<file path="src/hw/brerr_map.svh">
// Constants for the bridge error reporting block
`ifndef BRERR_MAP_SVH
`define BRERR_MAP_SVH
// ************************************************************
// Event bit positions
// ************************************************************
`define BRERR_EV_PWR_TABORT 0
`define BRERR_EV_PWR_MABORT 1
`define BRERR_EV_PWR_RETRY 2
`define BRERR_EV_PWR_PARITY 3
`define BRERR_EV_DWR_RETRY 4
`define BRERR_EV_DRD_RETRY 5
`define BRERR_EV_MTIMEOUT 6
`define BRERR_EV_FWD 7
`define BRERR_NUM_EV 8
`define BRERR_EV_RESET 8'h00
`define BRERR_RETRY_LIMIT 32'h0100_0000
`endif

</file>
<file path="src/hw/brerr_pkg.sv">
// Types for the bridge error reporting block
package brerr_pkg;
  // One bus transaction observation
  typedef struct packed {
    logic valid;      // Observation present this cycle
    logic is_read;    // Read (else write)
    logic is_posted;  // Posted write
    logic upstream;   // Direction upstream
    logic on_sec;     // Error seen on secondary bus
    logic own_target; // Bridge itself detected as target
  } brerr_obs_s;
  // Parity response configuration
  typedef struct packed {
    logic pri_perr_resp; // Primary command parity response
    logic sec_perr_resp; // Bridge control parity response
    logic serr_en;       // Primary command system error enable
    logic serr_fwd_en;   // Bridge control forward enable
    logic mto_serr_en;   // Bridge control master timeout enable
  } brerr_cfg_s;
  typedef enum logic [1:0] {LK_FREE, LK_HELD} brerr_lock_e;
endpackage

</file>
<file path="src/hw/brerr_top.sv">
// Parity and system error reporting for a transparent bridge
`timescale 1ns/1ps
`include "brerr_map.svh"
module brerr_top #(
  parameter int unsigned RETRY_LIMIT = `BRERR_RETRY_LIMIT
) (
  input wire logic i_clock,                     // 50 MHz clock
  input wire logic i_srst,                      // Sync reset, high
  input wire brerr_pkg::brerr_cfg_s i_cfg,      // Config bits
  input wire brerr_pkg::brerr_obs_s i_perr,     // Data parity error observation
  input wire logic i_pri_perr_seen,             // Primary parity error during dly write
  input wire logic i_secondary_system_err_n,    // Secondary system error pin
  input wire logic i_pwr_tabort,                // Posted write target abort
  input wire logic i_pwr_mabort,                // Posted write master abort
  input wire logic i_pwr_retry,                 // Posted write got target retry
  input wire logic i_pwr_done,                  // Posted write delivered
  input wire logic i_dwr_retry,                 // Delayed write got target retry
  input wire logic i_dwr_done,                  // Delayed write delivered
  input wire logic i_drd_retry,                 // Delayed read got target retry
  input wire logic i_drd_done,                  // Delayed read completed
  input wire logic i_mtimeout,                  // Delayed transaction master timeout
  input wire logic [7:0] i_ev_disable,          // Event disable register
  input wire logic [7:0] i_stat_clr,            // Write-one-clear for cause status
  input wire logic i_sig_serr_clr,              // Clear signaled flag
  input wire logic i_rcv_serr_clr,              // Clear received flag
  input wire logic i_pri_lock_req,              // Primary master locks
  input wire logic i_pri_lock_rel,              // Primary lock release
  input wire logic i_sec_lock_req,              // Secondary master locks
  input wire logic i_sec_lock_rel,              // Secondary lock release
  output logic o_secondary_parity_err_n,        // Secondary parity error out
  output logic o_primary_system_err_n,          // Primary system error out
  output logic o_sig_serr,                      // Signaled system error flag
  output logic o_rcv_serr,                      // Received system error flag
  output logic [7:0] o_serr_status,             // Cause status register
  output logic o_pwr_discard,                   // Posted write data discarded
  output logic o_dwr_discard,                   // Delayed write data discarded
  output logic o_drd_discard,                   // Delayed read abandoned
  output logic o_pri_locked,                    // Primary bus lock held
  output logic o_sec_locked                     // Secondary bus lock held
);
  // ************************************************************
  // Input synchroniser for the secondary system error pin
  // ************************************************************
  logic sserr_meta;
  logic sserr_sync;
  // Two flops before any reader
  always_ff @(posedge i_clock) begin
    if (i_srst) begin
      sserr_meta <= 1'b1;
      sserr_sync <= 1'b1;
    end else begin
      sserr_meta <= i_secondary_system_err_n;
      sserr_sync <= sserr_meta;
    end
  end

  // ************************************************************
  // Secondary parity error decode
  // ************************************************************
  wire sec_tgt_wr = i_perr.valid & ~i_perr.is_read & i_perr.on_sec & i_perr.upstream;
  wire sec_init_rd = i_perr.valid & i_perr.is_read & i_perr.on_sec & ~i_perr.upstream;
  wire sec_own_err = (sec_tgt_wr | sec_init_rd) & i_cfg.sec_perr_resp;
  wire dly_up_pri = i_perr.valid & ~i_perr.is_read & ~i_perr.is_posted & i_perr.upstream
                    & ~i_perr.on_sec & i_pri_perr_seen;
  wire sec_reflect = dly_up_pri & i_cfg.pri_perr_resp & i_cfg.sec_perr_resp;
  wire next_sperr_n = ~(sec_own_err | sec_reflect);

  // ************************************************************
  // Parity-caused system error decode
  // ************************************************************
  wire pw = i_perr.valid & ~i_perr.is_read & i_perr.is_posted & ~i_perr.own_target;
  wire pw_down = pw & ~i_perr.upstream & i_perr.on_sec;
  wire pw_up = pw & i_perr.upstream & ~i_perr.on_sec;
  wire par_ev = (pw_down | pw_up) & i_cfg.pri_perr_resp & i_cfg.sec_perr_resp;

  // ************************************************************
  // Retry counters, one per queue
  // ************************************************************
  logic [31:0] rcnt [3];
  wire [2:0] r_try = {i_drd_retry, i_dwr_retry, i_pwr_retry};
  wire [2:0] r_done = {i_drd_done, i_dwr_done, i_pwr_done};
  logic [2:0] r_hit;
  genvar g;
  generate
    for (g = 0; g < 3; g++) begin : g_retry
      assign r_hit[g] = r_try[g] & (rcnt[g] == RETRY_LIMIT - 1);
      // Count retries, restart on delivery or limit
      always_ff @(posedge i_clock) begin
        if (i_srst || r_done[g] || r_hit[g]) begin
          rcnt[g] <= 32'h0000_0000;
        end else if (r_try[g]) begin
          rcnt[g] <= rcnt[g] + 32'h0000_0001;
        end
      end
    end
  endgenerate

  // ************************************************************
  // Event vector, masking and gating
  // ************************************************************
  logic [7:0] ev_raw;
  assign ev_raw[`BRERR_EV_PWR_TABORT] = i_pwr_tabort;
  assign ev_raw[`BRERR_EV_PWR_MABORT] = i_pwr_mabort;
  assign ev_raw[`BRERR_EV_PWR_RETRY] = r_hit[0];
  assign ev_raw[`BRERR_EV_PWR_PARITY] = par_ev;
  assign ev_raw[`BRERR_EV_DWR_RETRY] = r_hit[1];
  assign ev_raw[`BRERR_EV_DRD_RETRY] = r_hit[2];
  assign ev_raw[`BRERR_EV_MTIMEOUT] = i_mtimeout & i_cfg.mto_serr_en;
  assign ev_raw[`BRERR_EV_FWD] = ~sserr_sync & i_cfg.serr_fwd_en;
  // Timeout and forwarding are not maskable here
  wire [7:0] ev_mask = i_ev_disable & 8'h3f;
  wire [7:0] ev_live = ev_raw & ~ev_mask;
  wire fire = (|ev_live) & i_cfg.serr_en;
  wire [7:0] next_status = (o_serr_status & ~i_stat_clr) | (fire ? ev_live : 8'h00);
  wire next_sig = fire | (o_sig_serr & ~i_sig_serr_clr);
  wire next_rcv = ~sserr_sync | (o_rcv_serr & ~i_rcv_serr_clr);

  // ************************************************************
  // Output and status registers
  // ************************************************************
  always_ff @(posedge i_clock) begin
    if (i_srst) begin
      o_secondary_parity_err_n <= 1'b1;
      o_primary_system_err_n <= 1'b1;
      o_sig_serr <= 1'b0;
      o_rcv_serr <= 1'b0;
      o_serr_status <= `BRERR_EV_RESET;
      o_pwr_discard <= 1'b0;
      o_dwr_discard <= 1'b0;
      o_drd_discard <= 1'b0;
    end else begin
      o_secondary_parity_err_n <= next_sperr_n;
      o_primary_system_err_n <= ~fire;
      o_sig_serr <= next_sig;
      o_rcv_serr <= next_rcv;
      o_serr_status <= next_status;
      o_pwr_discard <= r_hit[0];
      o_dwr_discard <= r_hit[1];
      o_drd_discard <= r_hit[2];
    end
  end

  // ************************************************************
  // Independent lock trackers
  // ************************************************************
  brerr_pkg::brerr_lock_e plk;
  brerr_pkg::brerr_lock_e slk;
  // Each side moves on its own inputs only
  always_ff @(posedge i_clock) begin
    if (i_srst) begin
      plk <= brerr_pkg::LK_FREE;
      slk <= brerr_pkg::LK_FREE;
    end else begin
      case (plk)
        brerr_pkg::LK_FREE: if (i_pri_lock_req) plk <= brerr_pkg::LK_HELD;
        brerr_pkg::LK_HELD: if (i_pri_lock_rel) plk <= brerr_pkg::LK_FREE;
        default: plk <= brerr_pkg::LK_FREE;
      endcase
      case (slk)
        brerr_pkg::LK_FREE: if (i_sec_lock_req) slk <= brerr_pkg::LK_HELD;
        brerr_pkg::LK_HELD: if (i_sec_lock_rel) slk <= brerr_pkg::LK_FREE;
        default: slk <= brerr_pkg::LK_FREE;
      endcase
    end
  end
  // Next lock state per side, so the flag outputs come from their own flops
  wire next_pri_held = (plk == brerr_pkg::LK_HELD) ? ~i_pri_lock_rel : i_pri_lock_req;
  wire next_sec_held = (slk == brerr_pkg::LK_HELD) ? ~i_sec_lock_rel : i_sec_lock_req;
  // Lock flags registered alongside the trackers
  always_ff @(posedge i_clock) begin
    if (i_srst) begin
      o_pri_locked <= 1'b0;
      o_sec_locked <= 1'b0;
    end else begin
      o_pri_locked <= next_pri_held;
      o_sec_locked <= next_sec_held;
    end
  end
endmodule

</file>
<file path="config.mk">
export PLATFORM = sky130hd
export DESIGN_NAME = brerr_top
export DESIGN_NICKNAME = d
export VERILOG_FILES = /design/src/hw/brerr_pkg.sv /design/src/hw/brerr_top.sv
export VERILOG_INCLUDE_DIRS = /design/src /design/src/hw
export SDC_FILE = /design/constraint.sdc
export NUM_CORES = 1
export LEC_CHECK = 0
export BUFFER_PORTS_ARGS = -buffer_cell sky130_fd_sc_hd__buf_2
export CAP_MARGIN = 20
export CORE_MARGIN = 2
export CORE_UTILIZATION = 54
export CTS_CLUSTER_SIZE = 8
export DETAILED_ROUTE_END_ITERATION = 6
export PLACE_DENSITY = 0.78
export SLEW_MARGIN = 20
export SYNTH_ARGS = -nofsm -noshare
export SYNTH_HDL_FRONTEND = slang
export SYNTH_SLANG_ARGS = --single-unit
</file>
<file path="constraint.sdc">
create_clock -name i_clock -period 3.7 [get_ports i_clock]
set_input_delay 0 -clock i_clock [delete_from_list [all_inputs] [get_ports i_clock]]
set_output_delay 0 -clock i_clock [all_outputs]
set_load 0.02 [all_outputs]
</file>
==> flow_summary.toml <==
[power]
ir_drop_mv = 0.331
power.density_mw_per_mm2 = 429
static-leakage-power_nw = 2.70

[floorplan]
core_area_mm2 = 0.0109
start_util_pct = 55.7
dieWidth_um = 110
rows = 38
dieArea_mm2 = 0.0121
die_y_um = 110
boundaryPins = 63

[layout]
top_regs = "rcnt (96), o_serr_status (8)"
nNetsFinal = 742
final_cells = 846
largest_register_ffs = 96
drive_above_1_share_pct = 15.7
regMostFlops = "rcnt"
area_delta_synth_final_pct = 22.5
antenna_cells = 0

[drt]
wl_met2_um = 6630
vias_per_cell = 5.77
topRoutingLayerUsed = "met4"
ant_nets = 0
dr.pass1.iters = 5
drtIter0Drc = 557
avgRoutedWirePerCell_um = 16.5
wl_met1_um = 5950
wl_um = 14000
drcViolationCount = 0
vias = 4880
dr_wl_met3_um = 956

[placement]
placed_cells = 777
port_buffers = 60
place_congestion = 0.856
dpl.hpwl_um = 8640

[setup_path]
cp_num_buf_inv = 2
criticalPathCategory = "reg2reg"
crit_family = "buffers and inverters"
arrival_ns = 3.85
cp_slowest_stage_delay_ns = 0.61
crit_required_ns = 4.10
start_kind = "register"
worstPathMaxFanout = 9
crit_path_top_delay_cell = "nor3_2"
cp_common_cell = "dlygate4sd3_1"
crit_chain = "ha_1 > nand4_1 > nor3_2 > nand3_1 > o32ai_1 > dlygate4sd3_1 > o21ai_0 > dlygate4sd3_1"
cp-end-kind = "register"

[synth]
yosysWarningCount = 0
synth_nets = 634
netlist_area_mm2 = 0.00606
synth_top_cell_area_share_pct = 47.5
yosysMostFrequentCell = "nor2_1"
ys_seq_elements = 117
synth_cell_types = 43
synth_top_cell_by_area = "edfxtp_1"
yosys-top-cells-count = "121 x nor2_1, 96 x edfxtp_1, 53 x xor2_1"
netlist_instances = 585
synth_flop_cell = "edfxtp_1"
ys_seq_area_share_pct = 54.5
synth_edf_count = 96
avgSynthCellArea_um2 = 10.4
yosys-top-cells-area = "edfxtp_1 48%, xor2_1 7.7%, nor2_1 7.5%, dfxtp_1 6.9%, xnor2_1 5.1%"
async_flop_share_pct = 0

[global_route]
grt_pass1_wl_um = 22900
grt_use_total_pct = 24.9
grt_pass1_vias = 4796
grt_overflow_total = 0
grt_max_degree = 33
antenna_found_initial = 0

[clocking]
clkLatencyLatePin_ns = 0.52
cts_htree_levels = 4
cts_inserted_buffers = 17
clkTransAtPathRegs_ns = 0.05
cts.sinks = 117
cts_tree = "built"
cts-resized-gates = 0
post-cts-setup-buffers = 0
cts_hold_buf = 37
clockBufferDepth = 2
cts_root_buffer = "clkbuf_8"

[timing]
slew_viol_final = 0
slew_headroom_pct = 29.7
worstMarginPinSlew_ns = 1.05
rsz0062_at_grt = "no"
hold_viol = 0
clock_skew_ns = 0.0106
fmax_mhz = 291
post-route-period-util_pct = 93.0
fin_crit_ns = 3.44
setup_viol = 0
finalSetupTns_ns = 0

[flow_run]
maxCapViolations = 0

[worst_hold_path]
hold_path_class = "in2reg"

[status]
status = "finished clean"
cells by family (layout without fill, tap and decap cells):
family,after synthesis,in the layout,share of synthesized area (%)
xor+xnor,88,88,12.7
buf+inv,29,150,2.10
compound gates,23,23,2.15
flops,117,117,54.5
fa+ha+maj,3,3,0.619
simple gates,324,324,27.8
mux,1,1,0.165
routing by layer:
metal	GRT usage (%)	up-vias
met5	0	-
met4	13.9	0
met3	7.76	40
met2	39.7	187
met1	30.0	2334
li1	-	2319
worst min-delay path: stages:
cell     delay (ns)
buf_2          0.11
nor2b_1        0.13
nand3_1        0.06
or4_1          0.15
nor2_1         0.05
power by group:
part,total [W],internal (W),switching [W]
Clock,0.00146,0.000907,0.000557
Combinational,0.000189,0.0000909,0.0000978
Sequential,0.00154,0.00148,0.0000565
worst paths after layout:
kind / startpoint / slack, ns / end / cells after the start
setup / recovery: rcnt[1][0]$_SDFFCE_PN0P_ / 0.26 / o_primary_system_err_n$_SDFF_PP1_ / 8
hold / removal: i_pwr_retry / 0.04 / o_pwr_discard$_SDFF_PP0_ / 5
setup reg to reg: rcnt[1][0]$_SDFFCE_PN0P_ / 0.26 / o_primary_system_err_n$_SDFF_PP1_ / 8
hold reg to reg: sserr_meta$_SDFF_PP1_ / 0.42 / sserr_sync$_SDFF_PP1_ / 1
placed cells by master, fill, tap and decap left out, types with 5 or more instances in the layout:
cell and count:
a21oi_1 13, and2_1 6, and3_1 11, and4_1 9
buf_2 60, buf_4 9, clkbuf_16 18, clkinv_2 8
dfxtp_1 21, dlygate4sd3_1 37, edfxtp_1 96, inv_1 12
nand2_1 30, nand2b_1 5, nand3_1 35, nand4_1 36
nor2_1 121, nor2b_1 9, nor3_1 11, nor4_1 13
o21ai_0 5, or2_2 6, or3_1 9, xnor2_1 35
xor2_1 53
stage by stage:
stage	power [W]	setup WS (ns)	hold WS, ns	utilization [%]	area [um2]
4_1_cts	0.00320	0.352	0.00195	68.2	7430
5_1_grt	0.00330	0.0492	0.0494	68.2	7430
3_5_place_dp	0.00171	0.950	0.195	59.9	6530
2_1_floorplan	0.00165	1.04	0.104	-	6060
6_report	0.00319	0.258	0.0394	68.2	7430
3_3_place_gp	0.00170	1.03	0.199	59.9	6530
layout make-up:
class                   instances  area, um2
clock buffers                  22        485
clock inverters                10       50.0
fillers                       765       3460
inverters                      12       45.0
multi-input cells             439       2630
flip-flops and latches        117       3300
well taps                     140        175
repair buffers                106        738
No activity file was read; power rests on OpenSTA's default activity.
